File: config.mk
export PLATFORM = sky130hd
export DESIGN_NAME = pmc_top
export DESIGN_NICKNAME = d
export VERILOG_FILES = /design/src/hw/pmc_pkg.sv /design/src/hw/pmc_top.sv
export SDC_FILE = /design/constraint.sdc
export NUM_CORES = 1
export LEC_CHECK = 0
export BUFFER_PORTS_ARGS = -buffer_cell sky130_fd_sc_hd__buf_2
export CAP_MARGIN = 20
export CORE_UTILIZATION = 50
export DETAILED_ROUTE_END_ITERATION = 8
export MAX_ROUTING_LAYER = met4
export PLACE_DENSITY = 0.81
export RECOVER_POWER = 100
export SLEW_MARGIN = 30
export SYNTH_ARGS = -nofsm -noshare
export SYNTH_HDL_FRONTEND = slang
export SYNTH_SLANG_ARGS = --single-unit
File: constraint.sdc
create_clock -name clk_in -period 2.82 [get_ports clk_in]
set_input_delay 0.564 -clock clk_in [delete_from_list [all_inputs] [get_ports clk_in]]
set_output_delay 0.564 -clock clk_in [all_outputs]
set_load 0.005 [all_outputs]
File: src/hw/pmc_pkg.sv
/*
  shared constants and carrier types of the power mode controller:
  apb register offsets, field layouts, reset values, mode codes and wake timing.
  assumes a 20 MHz system clock and 32-bit apb data.
*/
package pmc_pkg;

  // clock and wake timing
  localparam int CLK_PERIOD_NS = 50;
  localparam int IDLE_WAKE_NS = 14000;
  localparam int STBY_WAKE_NS = 151000;
  localparam int RST_WAKE_NS = 1015000;
  localparam int IDLE_WAKE_CYC = (IDLE_WAKE_NS + CLK_PERIOD_NS - 1) / CLK_PERIOD_NS;
  localparam int STBY_WAKE_CYC = (STBY_WAKE_NS + CLK_PERIOD_NS - 1) / CLK_PERIOD_NS;
  localparam int RST_WAKE_CYC = (RST_WAKE_NS + CLK_PERIOD_NS - 1) / CLK_PERIOD_NS;
  localparam int WAKE_CNT_W = 16;

  // sizes
  localparam int NUM_GPIO = 32;
  localparam int NUM_SRAM_BLK = 4;
  localparam int NUM_IRQ = 3;

  // register byte offsets
  localparam logic [7:0] OFS_MODE_REQ = 8'h00;
  localparam logic [7:0] OFS_STATUS = 8'h04;
  localparam logic [7:0] OFS_RST_CAUSE = 8'h08;
  localparam logic [7:0] OFS_SRAM_RET = 8'h0c;
  localparam logic [7:0] OFS_CACHE_CTRL = 8'h10;
  localparam logic [7:0] OFS_WAKE_PIN_EN = 8'h14;
  localparam logic [7:0] OFS_IRQ_STATUS = 8'h18;
  localparam logic [7:0] OFS_IRQ_CLEAR = 8'h1c;
  localparam logic [7:0] OFS_IRQ_ENABLE = 8'h20;

  // mode request codes
  localparam logic [1:0] REQ_IDLE = 2'h1;
  localparam logic [1:0] REQ_STANDBY = 2'h2;
  localparam logic [1:0] REQ_SHUTDOWN = 2'h3;

  // reset cause bits
  localparam int CAUSE_POR = 0;
  localparam int CAUSE_RST_PIN = 1;
  localparam int CAUSE_PIN_WAKE = 2;
  localparam logic [2:0] RST_CAUSE_RESET = 3'h1;

  // interrupt bits
  localparam int IRQ_WAKE_DONE = 0;
  localparam int IRQ_REQ_REFUSED = 1;
  localparam int IRQ_MODE_ENTERED = 2;

  // reset values
  localparam logic [3:0] SRAM_RET_RESET = 4'hf;
  localparam logic CACHE_EN_RESET = 1'b1;
  localparam logic [31:0] WAKE_PIN_EN_RESET = 32'h0000_0000;

  // sequencer states
  typedef enum logic [2:0] {
    ST_ACTIVE,
    ST_IDLE,
    ST_STANDBY,
    ST_SHUTDOWN,
    ST_RST_HOLD,
    ST_WAKE
  } pmc_state_e;

  // per-domain power and clock gates
  typedef struct packed {
    logic cpu_clk_en;
    logic mem_clk_en;
    logic flash_pwr;
    logic sram_pwr;
    logic radio_pwr;
    logic periph_pwr;
    logic supply_on;
    logic supply_duty;
    logic hf_clk_en;
    logic lf_clk_en;
    logic always_on_domain_pwr;
    logic brownout_detector_en;
    logic brownout_detector_duty;
    logic por_en;
  } pmc_gate_s;

  localparam pmc_gate_s GATE_RESET = '0;

endpackage

File: src/hw/pmc_top.sv
/*
  power mode controller: sequences active, idle, standby, shutdown and
  reset-pin hold, drives the domain gates, latches i/o, runs wake timing,
  keeps reset cause, sram retention and cache-as-ram control, apb slave.
  assumes wake pins, rtc event and reset pin come from other domains;
  irq_pending_in and gpio_drive_in come from logic on clk_in.
*/
// The implementer's own choices: the placing of the registers and the APB slave port.
// How it works
// active: cpu, memories, radio, peripherals and any clock source enabled
// idle: cpu and memory clocks stopped, peripherals and radio stay available
// idle returns to active on any interrupt event
// standby: only always-on domain powered, supply duty cycled, partial retention
// standby left only on external wake or rtc event
// standby wake resumes cpu without reset, retained peripherals keep settings
// all gpio held latched throughout standby
// shutdown powers everything off and latches pre-entry i/o values
// shutdown keeps only latched i/o; sram and registers are lost
// level change on enabled shutdown wake pin wakes with a reset
// reset cause register tells pin wake, reset pin and power-on reset apart
// reset pin wakes from any mode; holding it turns everything off
// wake latency 14 us idle, 151 us standby, 1015 us shutdown or reset
// brownout detector active in active/idle, duty cycled standby, off shutdown
// power-on reset circuit active in all four software modes
// four sram blocks, each with its own standby retention enable
// with flash cache off, the cache memory serves as general ram
// low-power modes only on software request; requests ignored during wake
`timescale 1ns/1ps
module pmc_top #(
  parameter int RST_WAKE_CYCLES = pmc_pkg::RST_WAKE_CYC
) (
  // clock, reset, enable
  input wire logic clk_in,
  input wire logic rst_n_in,
  input wire logic clk_en_in,
  // apb slave
  input wire logic psel_in,
  input wire logic penable_in,
  input wire logic pwrite_in,
  input wire logic [7:0] paddr_in,
  input wire logic [31:0] pwdata_in,
  output logic [31:0] prdata_out,
  output logic pready_out,
  output logic pslverr_out,
  // wake sources
  input wire logic irq_pending_in,
  input wire logic rtc_event_in,
  input wire logic ext_wake_in,
  input wire logic reset_pin_n_in,
  input wire logic [pmc_pkg::NUM_GPIO-1:0] gpio_pin_in,
  // i/o latch
  input wire logic [pmc_pkg::NUM_GPIO-1:0] gpio_drive_in,
  output logic io_latch_out,
  output logic [pmc_pkg::NUM_GPIO-1:0] io_latch_val_out,
  // domain control
  output pmc_pkg::pmc_gate_s gates_out,
  output logic [pmc_pkg::NUM_SRAM_BLK-1:0] sram_ret_out,
  output logic cache_as_ram_out,
  output logic sys_rst_out,
  output logic irq_out
);
  import pmc_pkg::*;

  pmc_state_e state_q;
  pmc_state_e from_q;
  logic [WAKE_CNT_W-1:0] wake_cnt_q;
  logic [2:0] rst_cause_q;
  logic [NUM_SRAM_BLK-1:0] sram_ret_q;
  logic cache_en_q;
  logic [NUM_GPIO-1:0] wake_pin_en_q;
  logic [NUM_IRQ-1:0] irq_status_q;
  logic [NUM_IRQ-1:0] irq_enable_q;
  logic [NUM_IRQ-1:0] irq_set;
  logic [NUM_IRQ-1:0] irq_clr;
  logic rtc_s1_q, rtc_s2_q, rtc_s3_q;
  logic ext_s1_q, ext_s2_q;
  logic rpin_s1_q, rpin_s2_q;
  logic [NUM_GPIO-1:0] gpio_s1_q, gpio_s2_q, gpio_s3_q;
  logic apb_acc, apb_wr, apb_rd;
  logic rtc_evt, pin_change, rst_held;
  logic req_write, req_ok;
  logic [1:0] req_code;
  logic wake_done, rst_wake;
  pmc_gate_s gate_d;

  // two-flop synchronisers for signals from other domains
  always_ff @(posedge clk_in or negedge rst_n_in) begin
    if (!rst_n_in) begin
      rtc_s1_q <= 1'b0;
      rtc_s2_q <= 1'b0;
      rtc_s3_q <= 1'b0;
      ext_s1_q <= 1'b0;
      ext_s2_q <= 1'b0;
      rpin_s1_q <= 1'b1;
      rpin_s2_q <= 1'b1;
      gpio_s1_q <= '0;
      gpio_s2_q <= '0;
      gpio_s3_q <= '0;
    end else if (clk_en_in) begin
      rtc_s1_q <= rtc_event_in;
      rtc_s2_q <= rtc_s1_q;
      rtc_s3_q <= rtc_s2_q;
      ext_s1_q <= ext_wake_in;
      ext_s2_q <= ext_s1_q;
      rpin_s1_q <= reset_pin_n_in;
      rpin_s2_q <= rpin_s1_q;
      gpio_s1_q <= gpio_pin_in;
      gpio_s2_q <= gpio_s1_q;
      gpio_s3_q <= gpio_s2_q;
    end
  end

  // event decode from synchronised inputs
  assign rtc_evt = rtc_s2_q & ~rtc_s3_q;
  assign pin_change = |((gpio_s2_q ^ gpio_s3_q) & wake_pin_en_q);
  assign rst_held = ~rpin_s2_q;

  // apb access qualification; answer comes one cycle into the access phase
  assign apb_acc = psel_in & penable_in & pready_out;
  assign apb_wr = apb_acc & pwrite_in;
  assign apb_rd = psel_in & penable_in & ~pready_out & ~pwrite_in;
  assign req_write = apb_wr & (paddr_in == OFS_MODE_REQ);
  assign req_code = pwdata_in[1:0];
  assign req_ok = req_write & (req_code != 2'h0) & (state_q == ST_ACTIVE);
  assign wake_done = (state_q == ST_WAKE) & (wake_cnt_q == '0);
  assign rst_wake = (state_q == ST_WAKE) & ((from_q == ST_SHUTDOWN) | (from_q == ST_RST_HOLD));

  // mode sequencer
  always_ff @(posedge clk_in or negedge rst_n_in) begin
    if (!rst_n_in) begin
      state_q <= ST_ACTIVE;
      from_q <= ST_ACTIVE;
      wake_cnt_q <= '0;
    end else if (clk_en_in) begin
      if (rst_held) begin
        state_q <= ST_RST_HOLD;
        from_q <= ST_RST_HOLD;
      end else begin
        case (state_q)
          ST_ACTIVE: begin
            if (req_ok) begin
              case (req_code)
                REQ_IDLE: state_q <= ST_IDLE;
                REQ_STANDBY: state_q <= ST_STANDBY;
                default: state_q <= ST_SHUTDOWN;
              endcase
            end
          end
          ST_IDLE: begin
            if (irq_pending_in || rtc_evt || ext_s2_q) begin
              state_q <= ST_WAKE;
              from_q <= ST_IDLE;
              wake_cnt_q <= WAKE_CNT_W'(IDLE_WAKE_CYC - 1);
            end
          end
          ST_STANDBY: begin
            if (rtc_evt || ext_s2_q) begin
              state_q <= ST_WAKE;
              from_q <= ST_STANDBY;
              wake_cnt_q <= WAKE_CNT_W'(STBY_WAKE_CYC - 1);
            end
          end
          ST_SHUTDOWN: begin
            if (pin_change || ext_s2_q) begin
              state_q <= ST_WAKE;
              from_q <= ST_SHUTDOWN;
              wake_cnt_q <= WAKE_CNT_W'(RST_WAKE_CYCLES - 1);
            end
          end
          ST_RST_HOLD: begin
            state_q <= ST_WAKE;
            wake_cnt_q <= WAKE_CNT_W'(RST_WAKE_CYCLES - 1);
          end
          ST_WAKE: begin
            if (wake_cnt_q == '0) begin
              state_q <= ST_ACTIVE;
            end else begin
              wake_cnt_q <= wake_cnt_q - 1'b1;
            end
          end
          default: state_q <= ST_ACTIVE;
        endcase
      end
    end
  end

  // gate table per mode; wake uses the idle set, cpu and memory clocks off until it restarts
  always_comb begin
    gate_d = GATE_RESET;
    gate_d.por_en = 1'b1;
    case (state_q)
      ST_ACTIVE: begin
        gate_d.cpu_clk_en = 1'b1;
        gate_d.mem_clk_en = 1'b1;
        gate_d.flash_pwr = 1'b1;
        gate_d.sram_pwr = 1'b1;
        gate_d.radio_pwr = 1'b1;
        gate_d.periph_pwr = 1'b1;
        gate_d.supply_on = 1'b1;
        gate_d.hf_clk_en = 1'b1;
        gate_d.lf_clk_en = 1'b1;
        gate_d.always_on_domain_pwr = 1'b1;
        gate_d.brownout_detector_en = 1'b1;
      end
      ST_IDLE, ST_WAKE: begin
        gate_d.flash_pwr = 1'b1;
        gate_d.sram_pwr = 1'b1;
        gate_d.radio_pwr = 1'b1;
        gate_d.periph_pwr = 1'b1;
        gate_d.supply_on = 1'b1;
        gate_d.hf_clk_en = 1'b1;
        gate_d.lf_clk_en = 1'b1;
        gate_d.always_on_domain_pwr = 1'b1;
        gate_d.brownout_detector_en = 1'b1;
      end
      ST_STANDBY: begin
        gate_d.sram_pwr = 1'b1;
        gate_d.supply_duty = 1'b1;
        gate_d.lf_clk_en = 1'b1;
        gate_d.always_on_domain_pwr = 1'b1;
        gate_d.brownout_detector_en = 1'b1;
        gate_d.brownout_detector_duty = 1'b1;
      end
      ST_SHUTDOWN: gate_d.por_en = 1'b1;
      ST_RST_HOLD: gate_d.por_en = 1'b0;
      default: gate_d = GATE_RESET;
    endcase
  end

  // registered domain gates
  always_ff @(posedge clk_in or negedge rst_n_in) begin
    if (!rst_n_in) begin
      gates_out <= GATE_RESET;
    end else if (clk_en_in) begin
      gates_out <= gate_d;
    end
  end

  // system reset during hold, shutdown and reset-type wakes; standby wake resumes
  always_ff @(posedge clk_in or negedge rst_n_in) begin
    if (!rst_n_in) begin
      sys_rst_out <= 1'b1;
    end else if (clk_en_in) begin
      sys_rst_out <= (state_q == ST_RST_HOLD) || (state_q == ST_SHUTDOWN) || rst_wake;
    end
  end

  // i/o latch captured on entry to standby or shutdown, held until active
  always_ff @(posedge clk_in or negedge rst_n_in) begin
    if (!rst_n_in) begin
      io_latch_out <= 1'b0;
      io_latch_val_out <= '0;
    end else if (clk_en_in) begin
      if (req_ok && (req_code == REQ_STANDBY || req_code == REQ_SHUTDOWN) && !rst_held) begin
        io_latch_out <= 1'b1;
        io_latch_val_out <= gpio_drive_in;
      end else if (state_q == ST_ACTIVE) begin
        io_latch_out <= 1'b0;
      end
    end
  end

  // reset cause: power-on at reset, reset pin or wake-pin reset later
  always_ff @(posedge clk_in or negedge rst_n_in) begin
    if (!rst_n_in) begin
      rst_cause_q <= RST_CAUSE_RESET;
    end else if (clk_en_in) begin
      if (rst_held) begin
        rst_cause_q <= 3'h1 << CAUSE_RST_PIN;
      end else if (state_q == ST_SHUTDOWN && (pin_change || ext_s2_q)) begin
        rst_cause_q <= 3'h1 << CAUSE_PIN_WAKE;
      end
    end
  end

  // software configuration registers; kept through shutdown for the wake pins, lost on reset-type wakes
  always_ff @(posedge clk_in or negedge rst_n_in) begin
    if (!rst_n_in) begin
      sram_ret_q <= SRAM_RET_RESET;
      cache_en_q <= CACHE_EN_RESET;
      wake_pin_en_q <= WAKE_PIN_EN_RESET;
      irq_enable_q <= '0;
    end else if (clk_en_in) begin
      if (apb_wr && paddr_in == OFS_SRAM_RET) begin
        sram_ret_q <= pwdata_in[NUM_SRAM_BLK-1:0];
      end
      if (apb_wr && paddr_in == OFS_CACHE_CTRL) begin
        cache_en_q <= pwdata_in[0];
      end
      if (apb_wr && paddr_in == OFS_WAKE_PIN_EN) begin
        wake_pin_en_q <= pwdata_in;
      end
      if (apb_wr && paddr_in == OFS_IRQ_ENABLE) begin
        irq_enable_q <= pwdata_in[NUM_IRQ-1:0];
      end
      if (state_q == ST_RST_HOLD || rst_wake) begin
        sram_ret_q <= SRAM_RET_RESET;
        cache_en_q <= CACHE_EN_RESET;
        wake_pin_en_q <= WAKE_PIN_EN_RESET;
        irq_enable_q <= '0;
      end
    end
  end

  // retention only matters in standby; cache-as-ram when caching is off
  always_ff @(posedge clk_in or negedge rst_n_in) begin
    if (!rst_n_in) begin
      sram_ret_out <= '0;
      cache_as_ram_out <= 1'b0;
    end else if (clk_en_in) begin
      sram_ret_out <= (state_q == ST_STANDBY) ? sram_ret_q : '0;
      cache_as_ram_out <= ~cache_en_q;
    end
  end

  // interrupt events, set wins over clear
  assign irq_set[IRQ_WAKE_DONE] = wake_done;
  assign irq_set[IRQ_REQ_REFUSED] = req_write & ~req_ok;
  assign irq_set[IRQ_MODE_ENTERED] = req_ok;
  assign irq_clr = (apb_wr && paddr_in == OFS_IRQ_CLEAR) ? pwdata_in[NUM_IRQ-1:0] : '0;

  generate
    for (genvar i = 0; i < NUM_IRQ; i++) begin : g_irq
      always_ff @(posedge clk_in or negedge rst_n_in) begin
        if (!rst_n_in) begin
          irq_status_q[i] <= 1'b0;
        end else if (clk_en_in) begin
          irq_status_q[i] <= irq_set[i] | (irq_status_q[i] & ~irq_clr[i]);
        end
      end
    end
  endgenerate

  // level interrupt output
  always_ff @(posedge clk_in or negedge rst_n_in) begin
    if (!rst_n_in) begin
      irq_out <= 1'b0;
    end else if (clk_en_in) begin
      irq_out <= |(irq_status_q & irq_enable_q);
    end
  end

  // apb answer: ready, read data and error one cycle into access phase
  always_ff @(posedge clk_in or negedge rst_n_in) begin
    if (!rst_n_in) begin
      pready_out <= 1'b0;
      prdata_out <= '0;
      pslverr_out <= 1'b0;
    end else if (clk_en_in) begin
      pready_out <= psel_in & penable_in & ~pready_out;
      pslverr_out <= 1'b0;
      prdata_out <= '0;
      if (psel_in && penable_in && !pready_out) begin
        case (paddr_in)
          OFS_MODE_REQ, OFS_IRQ_CLEAR: prdata_out <= '0;
          OFS_STATUS: prdata_out <= {28'h0, state_q == ST_WAKE, 3'(state_q)};
          OFS_RST_CAUSE: prdata_out <= {29'h0, rst_cause_q};
          OFS_SRAM_RET: prdata_out <= {28'h0, sram_ret_q};
          OFS_CACHE_CTRL: prdata_out <= {31'h0, cache_en_q};
          OFS_WAKE_PIN_EN: prdata_out <= wake_pin_en_q;
          OFS_IRQ_STATUS: prdata_out <= {29'h0, irq_status_q};
          OFS_IRQ_ENABLE: prdata_out <= {29'h0, irq_enable_q};
          default: pslverr_out <= 1'b1;
        endcase
        if (!apb_rd) begin
          prdata_out <= '0;
        end
      end
    end
  end

endmodule

==> results.md <==
* VDD IR max at 0.545 mV
* Hold buffers post-CTS at 0
* Final hold violations at 0
* Worst reg-to-reg setup slack at 0.24 ns
* Sequential-to-total area share from yosys stat at 0.572
* Setup Fix Bufs, Post-CTS at 0
* Top cell type's share of synthesized area at 0.550
* Post-Synth XOR/XNOR Area at 0.0272
* Worst R2R End: state_q[2]
* EDFF count, synth at 0
* Aggregate global-route resource usage at 0.242
* Via/cell ratio at 5.69
* Post-DP HPWL at 18.1 mm
* Area occupied by registers at 6270 um^2
* Post-Syn Area at 11000 um^2
* Port buffer count at 201
* Max cap viols at 2
* Violated checks: capacitance limit, slew limit
* CTS tree: built
* Crit path cell chain: or4_1, or3_1, nor3_1, o22a_2, nand3_1, o32ai_1, nor2_1
* Simple-Gate Fraction of Synth Area at 0.0926
* Largest net degree at the start of global routing at 83
* DRT iter0 DRCs at 574
* Net switching power at 3270 uW
* Netlist cell types at 68
* Area taken by multi-input logic gates at 4290 um^2
* Crit path capture type: flop
* Reg clk slew, reported paths at 0.07 ns
* Vias at 7996
* CP Buf/Inv Count at 0
* Leakage at 0.00600 uW
* GP Congestion at 0.890
* Internal Pwr Total at 7090 uW
* Synth Flop Type: dfrtp_1
* RR Startpoint: wake_cnt_q[8]
* Initial antenna violation count at 1
* Die H at 150 um
* Cell Pwr Density at 801 nW/um^2
* Post_cts resized at 0
* Die ar. at 22500 um^2
* Sink Count at 250
* Commonest cells in the synthesized netlist: dfrtp_1, mux2_2, nand2_1
* TNS Setup at 0 ns
* Core Area at 21300 um^2
* Flops & latches, synth at 250
* Final slew viol count at 144
* CTS H-tree depth at 1
* Clk_lat worst skew at 0.53 ns
* FMAX at 0.387 GHz
* Worst stage delay on the critical path at 0.62 ns
* CP max-delay cell: or4_1
* Reg2Reg Depth at 7
* Detailed Route WL at 25.8 mm
* CTS Root Cell: clkbuf_16
* Setup repair after global routing missed its margin: no
* Ys async rst share at 1.00
* Ports at 202
* Critical Path Stages at 7
* Switching Fraction at 0.315
* Worst slew pin tran at 2.00 ns
* Layout cells sized above 1 at 0.322
* Post-synthesis adder-cell area fraction at 0.00457
* Net Count, Synth at 1035
* Crit Path Max Fanout at 7
* Worst Setup EP: state_q[2]
* Cts bufs inserted at 26
* Filler Cells Inserted at 1732
* Overall Power at 10400 uW
* Setup violators final at 0
* Avg Inst Size Synth at 11.9 um^2
* Most common cell in the netlist: dfrtp_1
* Critical Path Start Type: flop
* Critical path arrival at 3.00 ns
* Clock buffer depth at 3
* Outcome: finished, violations left
* Wire per inst at 18.4 um
* # rows at 53
* Cells after Synth at 917
* Hold Crit Class: in2reg
* Clk pwr share at 0.325
* Starting Density at 0.515
* Worst path required time at 3.23 ns
* Number of antenna-violating nets in the routed design at 0
* Largest family of logic cells by synthesized area: multiplexers
* Clock skew at 0.0132 ns
* Seq pwr share at 0.464
* Post-route clock period utilization at 0.916
* Synth area leaders: dfrtp_1, mux2_2, nand2_1, o21ai_0, a22o_1
* Ys Warns at 0
* Vias in the first global route at 7921
* First-pass GRT wire length at 41.3 mm
* Post-synthesis mux area share at 0.143
* Relative slew slack at -0.332
* Start-to-end type of the worst setup path: reg2reg
* Crit. Startpoint: wake_cnt_q[8]
* Synth Area in Compound Gates at 0.126
* GRT Residual Overflow at 0
* Total Nets Final at 1230
* Yosys top cell by area: dfrtp_1
* Die X at 150 um
* Area Growth Syn to Fin at 18.0%
* Crit path max-delay family: simple AND/OR/NAND/NOR gates
* Comb pwr share at 0.211
* Pre-antenna DRT Iters at 7
* Min cycle time layout at 2.58 ns
* Residual DRC count at 0
through the flow:
stage	hold slack [ns]	utilization	worst slack [ns]	area, um^2	cells
CTS	0.0362	0.615	0.295	13100	1405
global placement	0.458	0.575	0.359	12200	1359
global route	0.255	0.607	0.0825	12900	1406
detailed placement	0.463	0.575	0.310	12200	1359
finish	0.272	0.607	0.236	12900	1406
floorplan	0.268	-	0.483	11000	917
state kept, by name, summed over array words and instances (netlist names), 3 cells and up:
name,cells
state_q,3
gpio_s3_q,32
wake_pin_en_q,32
rst_cause_q,3
irq_enable_q,3
gates_out,5
irq_status_q,3
sram_ret_out,4
sram_ret_q,4
prdata_out,32
gpio_s1_q,32
gpio_s2_q,32
from_q,3
io_latch_val_out,32
wake_cnt_q,16
metal layers:
metal | vias to the layer above | global-route usage | routed length (um) | part of all wire
li1 | 3682 | - | - | -
met1 | 3940 | 0.335 | 11600 | 0.45
met2 | 324 | 0.366 | 11800 | 0.46
met3 | 50 | 0.0363 | 1680 | 0.065
met4 | 0 | 0.0823 | 754 | 0.029
met5 | - | - | 0 | 0
area by class of cell:
type,count,share of cell area
Timing Repair Buffer,226,0.0861
Antenna cell,1,0.000194
Inverter,17,0.00494
Clock inverter,10,0.00707
Multi-Input combinational cell,591,0.332
Tap cell,275,0.0266
Clock buffer,36,0.0588
Sequential cell,250,0.485
worst min-delay path by stage:
stage / from / end / slack, ns / cells after the start
finish: gpio_pin_in[15] / gpio_s1_q[15] / 0.27 / 2
global route: gpio_drive_in[6] / io_latch_val_out[6] / 0.25 / 2
CTS: rst_n_in / gpio_s2_q[11] / 0.04 / 1
detailed placement: io_latch_out / io_latch_out / 0.46 / 2
global placement: io_latch_out / io_latch_out / 0.46 / 2
floorplan: rst_n_in / cache_as_ram_out / 0.27 / 0
cell usage in the layout, fill, tap and decap left out, drive strengths merged, types with 4 or more instances in the layout:
master  count
dfrtp     241
buf       156
mux2      138
clkbuf    106
nand2      96
o21ai      68
nor2       42
a22o       34
xor2       33
a21oi      24
nand3      17
inv        17
a22oi      16
o31ai      14
nor3       12
dfstp       9
and3        8
clkinv      8
a31oi       7
nand4       6
a21o        6
nor4        5
o31a        5
a222oi      4
ha          4
and2        4
or3         4
o22a        4
cell families (layout without fill, tap and decap cells):
family,count (synthesis),after routing
AOI/OAI and AO/OA,202,202
xor gates and xnor gates,34,34
adders and majority gates,4,4
buffers and inverters,76,289
DFF,250,250
muxes,139,139
other,0,1
and+or+nand+nor,212,212
power by group through the flow:
| stage | combinational, uW | clock, uW | sequential, uW |
|---|---|---|---|
| after floorplan | 1640 | 0 | 4610 |
| after global placement | 2180 | 0 | 4810 |
| after detailed placement | 2230 | 0 | 4840 |
| after CTS | 2250 | 3440 | 4790 |
| after global routing | 2430 | 3580 | 4880 |
| final | 2180 | 3370 | 4800 |
(Power assumes the default switching activity.)
